File: config.mk
export PLATFORM = sky130hd
export DESIGN_NAME = sab_device_flat
export DESIGN_NICKNAME = d
export VERILOG_FILES = /design/src/sab_pkg.sv /design/src/sab_bus_if.sv /design/src/sab_device.sv /design/src/flat_wrapper.sv
export SDC_FILE = /design/constraint.sdc
export NUM_CORES = 1
export LEC_CHECK = 0
export BUFFER_PORTS_ARGS = -buffer_cell sky130_fd_sc_hd__buf_2
export CAP_MARGIN = 10
export CORE_MARGIN = 2
export CORE_UTILIZATION = 62
export DETAILED_ROUTE_END_ITERATION = 10
export PLACE_DENSITY = 0.8
export REMOVE_ABC_BUFFERS = 1
export SLEW_MARGIN = 20
export SYNTH_ARGS = -nofsm -noshare
export SYNTH_HDL_FRONTEND = slang
export SYNTH_SLANG_ARGS = --single-unit
File: constraint.sdc
create_clock -name clk -period 4.96 [get_ports clk]
set_input_delay 0.992 -clock clk [delete_from_list [all_inputs] [get_ports clk]]
set_output_delay 0.992 -clock clk [all_outputs]
set_load 0.005 [all_outputs]
File: src/sab_pkg.sv
// shared constants for the converter control and its bus host
package sab_pkg;
    // converter core
    localparam int SAR_W        = 17;  // approximation register width
    localparam int CAL_DEPTH    = 17;  // calibration words, one per bit
    localparam int CAL_AW       = 5;   // calibration word address width
    localparam int RES_W        = 14;  // result width on the bus
    localparam int BYTE_W       = 8;   // low byte width
    localparam int PAIR_SPAN    = 4;   // distance between paired bits
    localparam int PAIR_TRIALS  = 13;  // trials done on bit pairs
    localparam int TRIALS_FULL  = 17;  // trials for a 14-bit result
    localparam int TRIALS_SHORT = 15;  // trials for a 12-bit result
    localparam int AZ_CLOCKS    = 3;   // auto-zero and clear clocks
    localparam int CONV_FULL    = TRIALS_FULL + AZ_CLOCKS;
    localparam int CNT_W        = 5;   // step counter width
    // host register port
    localparam int REG_AW       = 4;
    localparam int REG_DW       = 16;
    localparam logic [REG_AW-1:0] ADDR_CTRL     = 4'h0;
    localparam logic [REG_AW-1:0] ADDR_STATUS   = 4'h1;
    localparam logic [REG_AW-1:0] ADDR_RESULT   = 4'h2;
    localparam logic [REG_AW-1:0] ADDR_IRQ_STAT = 4'h3;
    localparam logic [REG_AW-1:0] ADDR_IRQ_CLR  = 4'h4;
    localparam logic [REG_AW-1:0] ADDR_IRQ_EN   = 4'h5;
    // control fields
    localparam int CTRL_START   = 0;
    localparam int CTRL_METH    = 1;   // two bits
    localparam int CTRL_WIDE    = 3;
    localparam int CTRL_FULL    = 4;
    localparam logic [1:0] METH_WAIT = 2'h0;
    localparam logic [1:0] METH_POLL = 2'h1;
    localparam logic [1:0] METH_IRQ  = 2'h2;
    // status and interrupt fields
    localparam int STAT_BUSY    = 0;
    localparam int STAT_EOC     = 1;
    localparam int IRQ_W        = 2;
    localparam int IRQ_DONE     = 0;   // result captured
    localparam int IRQ_RESTART  = 1;   // start issued while busy
endpackage

File: src/sab_bus_if.sv
// bus pins between the converter and its host
`timescale 1ns/1ps
`default_nettype none
interface sab_bus_if;
    import sab_pkg::*;
    logic             csN;
    logic             wrN;
    logic             rdN;
    logic             byteSel;
    logic             busWide;
    logic             fullLengthSel;
    logic             eoc;
    logic [RES_W-1:0] dataOut;
    logic             dataLowOe;
    logic             dataHighOe;
    logic             overRangeOut;
    logic             overRangeOe;
    logic [RES_W-1:0] dataBus;
    logic             overRangeBus;

    // wired bus level; undriven lines read low
    assign dataBus[BYTE_W-1:0]     = dataLowOe ? dataOut[BYTE_W-1:0] : '0;
    assign dataBus[RES_W-1:BYTE_W] = dataHighOe ? dataOut[RES_W-1:BYTE_W] : '0;
    assign overRangeBus            = overRangeOe & overRangeOut;

    modport dev (
        input  csN, wrN, rdN, byteSel, busWide, fullLengthSel,
        output eoc, dataOut, dataLowOe, dataHighOe, overRangeOut, overRangeOe
    );
    modport host (
        output csN, wrN, rdN, byteSel, busWide, fullLengthSel,
        input  eoc, dataBus, overRangeBus
    );
endinterface
`default_nettype wire

File: src/sab_device.sv
// converter control: start decode, paired trials, accumulation, bus output
`timescale 1ns/1ps
`default_nettype none
module sab_device (
    input  wire logic                          clk,
    input  wire logic                          rst,
    sab_bus_if.dev                             bus,
    input  wire logic                          compIn,
    output logic [sab_pkg::SAR_W-1:0]          dacCode,
    output logic                               autoZero,
    input  wire logic                          calWrEn,
    input  wire logic [sab_pkg::CAL_AW-1:0]    calAddr,
    input  wire logic [sab_pkg::SAR_W-1:0]     calData
);
    import sab_pkg::*;

    typedef enum logic [1:0] {ST_IDLE, ST_TRIAL, ST_AZERO} sab_conv_t;

    // elaboration guard on the sequence shape
    if (PAIR_TRIALS + PAIR_SPAN != SAR_W || TRIALS_FULL > SAR_W
        || TRIALS_SHORT > TRIALS_FULL || CAL_DEPTH != SAR_W) begin : g_check
        $error("sab_device: sequence constants do not fit the register");
    end

    logic [SAR_W-1:0] calTable [CAL_DEPTH];
    sab_conv_t        state_reg;
    logic [CNT_W-1:0] step_reg;
    logic [SAR_W-1:0] sar_reg;
    logic [SAR_W-1:0] sar_next;
    logic [SAR_W:0]   acc_reg;
    logic [SAR_W:0]   acc_next;
    logic             cmdLow_reg;
    logic             eoc_reg;
    logic [RES_W-1:0] result_reg;
    logic             overRange_reg;
    logic             cmdLow;
    logic             startNow;
    logic             readEn;
    logic             lastTrial;
    logic [CNT_W-1:0] lastStep;

    // bit under trial, counted from the top
    function automatic logic [CAL_AW-1:0] hiBit(input logic [CNT_W-1:0] step);
        return CAL_AW'(SAR_W - 1 - int'(step));
    endfunction

    // bits set for one trial: a pair early on, single at the end
    function automatic logic [SAR_W-1:0] trialMask(input logic [CNT_W-1:0] step);
        logic [SAR_W-1:0] m;
        m = '0;
        m[hiBit(step)] = 1'b1;
        if (int'(step) < PAIR_TRIALS) begin
            m[hiBit(step) - CAL_AW'(PAIR_SPAN)] = 1'b1;
        end
        return m;
    endfunction

    // start decode: a fresh low on write while selected
    assign cmdLow   = !bus.csN && !bus.wrN;
    assign startNow = cmdLow && !cmdLow_reg;

    always_ff @(posedge clk) begin
        if (rst) begin
            cmdLow_reg <= 1'b0;
        end else begin
            cmdLow_reg <= cmdLow;
        end
    end

    // length of the trial phase follows the length select
    assign lastStep  = bus.fullLengthSel ? CNT_W'(TRIALS_FULL - 1)
                                         : CNT_W'(TRIALS_SHORT - 1);
    assign lastTrial = (state_reg == ST_TRIAL) && (step_reg == lastStep);

    // trial decision and accumulation of the addressed word
    always_comb begin
        sar_next = sar_reg & ~trialMask(step_reg);
        acc_next = acc_reg;
        if (compIn) begin
            sar_next[hiBit(step_reg)] = 1'b1;
            acc_next = acc_reg + {1'b0, calTable[hiBit(step_reg)]};
        end
        if (!lastTrial) begin
            sar_next = sar_next | trialMask(step_reg + CNT_W'(1));
        end
    end

    // sequencer: trials, then auto-zero, then idle
    always_ff @(posedge clk) begin
        if (rst) begin
            state_reg <= ST_IDLE;
            step_reg  <= '0;
        end else if (startNow) begin
            state_reg <= ST_TRIAL;
            step_reg  <= '0;
        end else begin
            unique case (state_reg)
                ST_IDLE: begin
                    step_reg <= '0;
                end
                ST_TRIAL: begin
                    if (lastTrial) begin
                        state_reg <= ST_AZERO;
                        step_reg  <= '0;
                    end else begin
                        step_reg <= step_reg + CNT_W'(1);
                    end
                end
                ST_AZERO: begin
                    if (step_reg == CNT_W'(AZ_CLOCKS - 1)) begin
                        state_reg <= ST_IDLE;
                        step_reg  <= '0;
                    end else begin
                        step_reg <= step_reg + CNT_W'(1);
                    end
                end
            endcase
        end
    end

    // approximation register
    always_ff @(posedge clk) begin
        if (rst) begin
            sar_reg <= '0;
        end else if (startNow) begin
            sar_reg <= trialMask('0);
        end else if (state_reg == ST_TRIAL) begin
            sar_reg <= sar_next;
        end else if (state_reg == ST_AZERO) begin
            sar_reg <= '0;
        end
    end

    // accumulator with carry on top
    always_ff @(posedge clk) begin
        if (rst) begin
            acc_reg <= '0;
        end else if (startNow) begin
            acc_reg <= '0;
        end else if (state_reg == ST_TRIAL) begin
            acc_reg <= acc_next;
        end else if (state_reg == ST_AZERO) begin
            acc_reg <= '0;
        end
    end

    // output register takes the final sum
    always_ff @(posedge clk) begin
        if (rst) begin
            result_reg    <= '0;
            overRange_reg <= 1'b0;
        end else if (lastTrial && !startNow) begin
            result_reg    <= acc_next[SAR_W-1 -: RES_W];
            overRange_reg <= acc_next[SAR_W];
        end
    end

    // end flag: low from start, high when the result lands
    always_ff @(posedge clk) begin
        if (rst) begin
            eoc_reg <= 1'b1;
        end else if (startNow) begin
            eoc_reg <= 1'b0;
        end else if (lastTrial) begin
            eoc_reg <= 1'b1;
        end
    end

    // calibration table load port, no reset on the array
    always_ff @(posedge clk) begin
        if (calWrEn && int'(calAddr) < CAL_DEPTH) begin
            calTable[calAddr] <= calData;
        end
    end

    // three-state control of the data and over-range pins; end flag always driven
    assign readEn         = !bus.csN && !bus.rdN;
    assign bus.dataLowOe  = readEn && (bus.busWide || !bus.byteSel);
    assign bus.dataHighOe = readEn && (bus.busWide || bus.byteSel);
    assign bus.overRangeOe = bus.dataHighOe;
    assign bus.dataOut      = result_reg;
    assign bus.overRangeOut = overRange_reg;
    assign bus.eoc          = eoc_reg;

    // analog side: trial code and auto-zero phase
    assign dacCode  = sar_reg;
    assign autoZero = (state_reg == ST_AZERO);
endmodule // sab_device
`default_nettype wire

File: src/flat_wrapper.sv
// flat-port wrapper written by rule: the top's interface ports become plain ports
module sab_device_flat import sab_pkg::*;
  (clk, rst, compIn, dacCode, autoZero, calWrEn, calAddr, calData, bus_csN, bus_wrN, bus_rdN, bus_byteSel, bus_busWide, bus_fullLengthSel, bus_eoc, bus_dataOut, bus_dataLowOe, bus_dataHighOe, bus_overRangeOut, bus_overRangeOe);
  sab_bus_if bus_i ();
  input  wire logic clk;
  input  wire logic rst;
  input  wire logic compIn;
  output logic [sab_pkg::SAR_W-1:0] dacCode;
  output logic autoZero;
  input  wire logic calWrEn;
  input  wire logic [sab_pkg::CAL_AW-1:0] calAddr;
  input  wire logic [sab_pkg::SAR_W-1:0] calData;
  input wire logic [$bits(bus_i.csN)-1:0] bus_csN;
  input wire logic [$bits(bus_i.wrN)-1:0] bus_wrN;
  input wire logic [$bits(bus_i.rdN)-1:0] bus_rdN;
  input wire logic [$bits(bus_i.byteSel)-1:0] bus_byteSel;
  input wire logic [$bits(bus_i.busWide)-1:0] bus_busWide;
  input wire logic [$bits(bus_i.fullLengthSel)-1:0] bus_fullLengthSel;
  output wire logic [$bits(bus_i.eoc)-1:0] bus_eoc;
  output wire logic [$bits(bus_i.dataOut)-1:0] bus_dataOut;
  output wire logic [$bits(bus_i.dataLowOe)-1:0] bus_dataLowOe;
  output wire logic [$bits(bus_i.dataHighOe)-1:0] bus_dataHighOe;
  output wire logic [$bits(bus_i.overRangeOut)-1:0] bus_overRangeOut;
  output wire logic [$bits(bus_i.overRangeOe)-1:0] bus_overRangeOe;
  assign bus_i.csN = bus_csN;
  assign bus_i.wrN = bus_wrN;
  assign bus_i.rdN = bus_rdN;
  assign bus_i.byteSel = bus_byteSel;
  assign bus_i.busWide = bus_busWide;
  assign bus_i.fullLengthSel = bus_fullLengthSel;
  assign bus_eoc = bus_i.eoc;
  assign bus_dataOut = {>>{bus_i.dataOut}};
  assign bus_dataLowOe = bus_i.dataLowOe;
  assign bus_dataHighOe = bus_i.dataHighOe;
  assign bus_overRangeOut = bus_i.overRangeOut;
  assign bus_overRangeOe = bus_i.overRangeOe;
  sab_device u_core (.clk(clk), .rst(rst), .bus(bus_i), .compIn(compIn), .dacCode(dacCode), .autoZero(autoZero), .calWrEn(calWrEn), .calAddr(calAddr), .calData(calData));
endmodule
After elaboration in Yosys (flattened, before gate mapping)
Memories as Yosys holds them, arrays and structs flattened.
Index checks and enable logic that the tools add are counted.
- bits in latches: 0
- memory bits (writable): 289
- memories: 1
- output and inout port bits: 37
- word-level logic and storage cells: 103
- memory bits (read-only): 0
- flip-flop bits (word level): 59
- memory list (name ; depth ; width ; read ports ; clocked after memory_dff ; write ports ; RTL line ; text):
    u_core.calTable ; 17 ; 17 ; 1 ; 0 ; 1 ; sab_device.sv:25 ; logic [SAR_W-1:0] calTable [CAL_DEPTH];
- multipliers: 0
- multiplexer cells: 31
- bitwise gates (word level): 6
- div/mod/pow operators: 0
- equality and inequality tests: 9
- reduce and logical (&&, ||, !) cells: 28
- add/sub/neg operators: 6
- shift-type cells: 0
- order comparisons: 11
- operator list (operator ; number):
    2-to-1 mux 17 bit ; 8
    OR 17 bit ; 4
    2-to-1 mux 18 bit ; 3
    less-than comparator 5 x 6 -> 1 bit (second input constant) ; 4
    demux 1 bit (select 5 bit) ; 4
    >= comparator 5 x 1 -> 1 bit (second input constant) ; 4
    adder 18 x 17 -> 18 bit ; 1
    bitwise AND 17 bit ; 1
    NOT 17 bit ; 1
    2-to-1 mux 5 bit ; 3
    case mux 5 bit (3 select lines) ; 1
    logical AND 1 bit ; 12
    less-than comparator 5 x 4 -> 1 bit (second input constant) ; 2
    subtractor 5 x 3 -> 5 bit (second input constant) ; 2
    subtractor 5 bit (first input constant) ; 2
    2-to-1 mux 1 bit ; 9
    zero test 1 bit ; 6
    inequality test 3 x 1 -> 1 bit (second input constant) ; 2
    AND reduction 3 bit ; 2
    adder 5 x 1 -> 5 bit (second input constant) ; 1
    == test 5 x 2 -> 1 bit (second input constant) ; 1
    == test 5 bit ; 1
    less-than comparator 5 bit (second input constant) ; 1
    2-to-1 mux 2 bit ; 2
    11 further kinds ; 14

Logic depth before layout (Yosys ltp)
- depth after elaboration: 16
- gate-level depth with buffers: 20
- gate-level depth less buffers: 16

Worst setup path after synthesis
OpenSTA, ideal clock, no wires.
- kind: register to register
- start: register u_core.step_reg[1]
- end: register u_core.result_reg[11] (netlist: u_core.bus.dataOut[11])
- stages on the path, launching flop included: 19
- setup time: 91 ps
- data required time: 4869 ps
- buffers on the path: 4
- setup slack: 627 ps
- arrival time: 4242 ps
- path through: dfxtp_1 > clkbuf_1 > inv_1 > ha_1 > buf_2 > buf_2 > buf_1 > mux4_2 > nand2_1 > nand2_1 > a21oi_1 > o21ai_0 > ha_1 > and3_1 > a31oi_1 > nand3_1 > o21ai_0 > mux2_2 > a311oi_1
- word-level cells in the longest chain between the ends: 4
- elaborated cells between the ends (all ways): 7
- RTL lines (element ; RTL line ; text):
    from (decl) ; sab_device.sv:27 ; logic [CNT_W-1:0] step_reg;
    from (signal assigned) ; sab_device.sv:106 ; step_reg <= step_reg + CNT_W'(1);
    from (signal assigned) ; sab_device.sv:114 ; step_reg <= step_reg + CNT_W'(1);
    subtractor 5 bit ; sab_device.sv:44 ; return CAL_AW'(SAR_W - 1 - int'(step));
    memory read (17 x 17 bit) ; - ;
    adder 18 x 17 -> 18 bit ; sab_device.sv:81 ; acc_next = acc_reg + {1'b0, calTable[hiBit(step_reg)]};
    2-to-1 mux 18 bit ; sab_device.sv:79 ; if (compIn) begin
    to (signal assigned) ; sab_device.sv:153 ; result_reg <= acc_next[SAR_W-1 -: RES_W];
    to (decl) ; sab_device.sv:34 ; logic [RES_W-1:0] result_reg;
Several ways; a longest one is shown, not always the timed one. The select of a mux whose other input is x is not followed.
A chain may end at the register's enable or synchronous reset.

Worst setup path in the final report
- start: register u_core.step_reg[0]
- end: register u_core.result_reg[8] (netlist: u_core.bus.dataOut[8])
The elaborated chain is that of the path after synthesis.

==> run_results.csv <==
group,metric,value,unit
logic_synthesis,ys_ff_latch,348,
clock_tree,path_clk_slew,0.07,ns
layout,layout-drive-gt1-share,21.8,%
logic_synthesis,muxShareOfSynthArea,10.8,%
logic_synthesis,synth-edff-count,289,
setup_path,start_kind,"flip-flop",
timing,worst_slew_pin_slew,1.12,ns
die,dieHeight,162,um
logic_synthesis,ys.flop_type,"edfxtp_1",
layout,fin_cells,1552,
placed_design,gp_congestion,0.889,
die,core-area,24400,um2
die,boundaryPins,69,
logic_synthesis,synth_top_area_share,56.0,%
timing,skew,0.0177,ns
clock_tree,clockRootBuffer,"clkbuf_16",
setup_path,cpMaxStageDelayCell,"ha_4",
layout,n_fill_cell,1569,
setup_path,end_kind,"flip-flop",
setup_path,cp.arrival,4.97,ns
placed_design,place_inst,1486,
setup_path,path_class,"flip-flop to flip-flop",
setup_path,crit_fanout,43,
setup_path,critPathMaxStageDelay,0.55,ns
detailed_routing,drt_pass1_iterations,5,
placed_design,io_buffers,68,
clock_tree,cts_tree,"yes",
detailed_routing,drc,0,
timing,hold_slack,0.481,ns
global_route,grt_pass1_wl,56300,um
layout,multiInputGateArea,5390,um2
logic_synthesis,synth-seq-area-share,63.7,%
power,total_power,6.34,mW
power,powerDensity,361,nW/um2
detailed_routing,antenna_left,0,
die,die_w,162,um
clock_tree,clock-sinks,348,
setup_path,cp_cell_sequence,"inv_1 > ha_4 > buf_12 > mux4_2 > nand2_1 > a21oi_1 > a21oi_1 > o21ai_0 > ha_1 > a21oi_1 > o21ai_0 > or3_1 > o22ai_1 > mux2_2 > a311oi_1",
logic_synthesis,avgSynthCellArea,13.7,um2
setup_path,cp.required,5.37,ns
logic_synthesis,ys_top_cells_by_count,"edfxtp_1 (289), nand2_1 (154), a21oi_1 (71), mux4_2 (68), nor2_1 (66)",
logic_synthesis,synth_top_family_by_area,"multiplexers",
worst_hold_path,hold_path.class,"flip-flop to flip-flop",
logic_synthesis,synth_simple_gate_area_share,10.5,%
power,p_leak,5.98,nW
die,start_util,63.5,%
logic_synthesis,synth_compound_gate_area_share,9.45,%
global_route,first_global_vias,9876,
clock_tree,cts_resized,0,
global_route,antenna_found_initial,1,
timing,maxSlewViolCount,0,
timing,max_freq,220,MHz
layout,area_growth,13.5,%
detailed_routing,routedWlPerCell,23.6,um
layout,n_antenna_cell,0,
layout,ff_latch_area,9860,um2
placed_design,place_ws,0.564,ns
logic_synthesis,netlist_area,15500,um2
clock_tree,clock_path_buffers,3,
global_route,grt_max_degree,70,
timing,hold_violations,0,
detailed_routing,routed-via-count,10100,
die,dieArea,26300,um2
detailed_routing,drt-initial-drc-count,1081,
timing,rsz0062_at_grt,"false",
timing,slew_headroom,24.1,%
clock_tree,numCtsBuffers,36,
clock_tree,clk_latency,0.53,ns
layout,fin_nets,1258,
logic_synthesis,synthArstFlopShare,0,%
timing,fin_ws,0.407,ns
setup_path,cpLargestDelayFamily,"compound AO/OA/AOI/OAI gates",
clock_tree,cts_setup_buffers,0,
logic_synthesis,synth_xor_xnor_area_share,0.994,%
clock_tree,ctsHoldBuffers,0,
die,rows,57,
logic_synthesis,ys_types,75,
global_route,grt_usage,28.5,%
run_status,status,"finished clean",
logic_synthesis,ys_warn_count,0,
timing,fin_crit,4.55,ns
logic_synthesis,synth.most_common_cell,"edfxtp_1",
logic_synthesis,synth_area_leader_cell,"edfxtp_1",
logic_synthesis,synthTopCellsByArea,"edfxtp_1 (56%), mux4_2 (9.9%), dfxtp_1 (7.6%)",
clock_tree,cts-htree-levels,2,
detailed_routing,via_per_inst,6.49,
timing,fin_crit_sh,91.8,%
global_route,overflow,0,
power,peakVddDrop,337,uV
flow_run,maxCapViolations,0,
detailed_routing,wl,36700,um
setup_path,critPathBufInv,2,
timing,setup_violations,0,
layout,largest_reg_flops,289,
placed_design,post-dp-hpwl,21700,um
setup_path,crit_top_cell,"a21oi_1",
logic_synthesis,synth_cells,1129,
logic_synthesis,synth_fa_ha_area_share,2.15,%
[worst reg2reg max path: stages (launching register included)]
cell and delay [ns]:
dfxtp_4 0.48, inv_1 0.18, ha_4 0.55, buf_12 0.31, mux4_2 0.26, nand2_1 0.06
a21oi_1 0.17, a21oi_1 0.06, o21ai_0 0.37, ha_1 0.39, a21oi_1 0.20, o21ai_0 0.16
or3_1 0.33, o22ai_1 0.25, mux2_2 0.38, a311oi_1 0.30
[area by class of cell]
cell class | instances | share of cell area (%)
well taps | 324 | 2.31
clock inverters | 22 | 1.37
repair buffers | 102 | 3.60
inverters | 19 | 0.406
clock buffers | 44 | 5.54
multi-input cells | 693 | 30.7
flip-flops and latches | 348 | 56.1
[layer usage]
| metal | routed length [um] | up-vias | GRT usage, % |
|---|---|---|---|
| met1 | 14400 | 4980 | 38.2 |
| met3 | 3030 | 87 | 5.69 |
| met2 | 18200 | 510 | 47.3 |
| met4 | 1070 | 2 | 9.98 |
| met5 | 13 | - | 0 |
| li1 | - | 4494 | - |
[cells by family after synthesis]
kind of cell	count (synthesis)
fa+ha+maj	26
mux	81
simple gates	344
compound gates	226
flops	348
buf+inv	88
xor+xnor	16
[per-stage QoR]
| step | utilization (%) | instance area [um2] | setup TNS [ns] |
|---|---|---|---|
| after detailed placement | 67.0 | 16400 | 0 |
| after global placement | 67.0 | 16300 | 0 |
| after floorplan | - | 15200 | -151.63 |
| after global routing | 72.1 | 17600 | 0 |
| after CTS | 72.0 | 17600 | 0 |
| final | 72.1 | 17600 | 0 |
[layout by cell type (no fill, tap or decap), types with 7 or more instances in the layout]
| cell type | instances |
|---|---|
| dfxtp_1 | 58 |
| mux2i_1 | 7 |
| o21ai_0 | 51 |
| nor3b_1 | 11 |
| nand2_1 | 154 |
| a211oi_1 | 15 |
| nor2_2 | 8 |
| nand4_1 | 10 |
| nand3_1 | 14 |
| buf_2 | 68 |
| and2_1 | 8 |
| nor2_1 | 54 |
| clkbuf_16 | 38 |
| nor3_1 | 13 |
| buf_4 | 31 |
| nor2b_1 | 16 |
| inv_1 | 18 |
| a31oi_1 | 8 |
| mux4_2 | 68 |
| edfxtp_1 | 289 |
| o21a_1 | 7 |
| a21oi_1 | 71 |
| nand2b_1 | 12 |
| ha_1 | 24 |
| o211ai_1 | 8 |
| a22oi_1 | 8 |
[power breakdown]
part | switching, mW | leakage (nW) | internal [mW]
Sequential | 0.0146 | 3.08 | 3.20
Combinational | 0.241 | 2.32 | 0.131
Clock | 1.13 | 0.579 | 1.62
Total | 1.39 | 5.98 | 4.95
[path summary, 6_finish.rpt]
| path | start | to | slack (ns) | depth (start not counted) |
|---|---|---|---|---|
| setup / recovery | u_core.step_reg[0] | u_core.bus.dataOut[8] | 0.41 | 15 |
| hold / removal | u_core.acc_reg[16] | u_core.acc_reg[16] | 0.48 | 2 |
| setup reg to reg | u_core.step_reg[0] | u_core.bus.dataOut[8] | 0.41 | 15 |
| hold reg to reg | u_core.acc_reg[16] | u_core.acc_reg[16] | 0.48 | 2 |
Note: power is estimated with default switching activity, not from simulation.
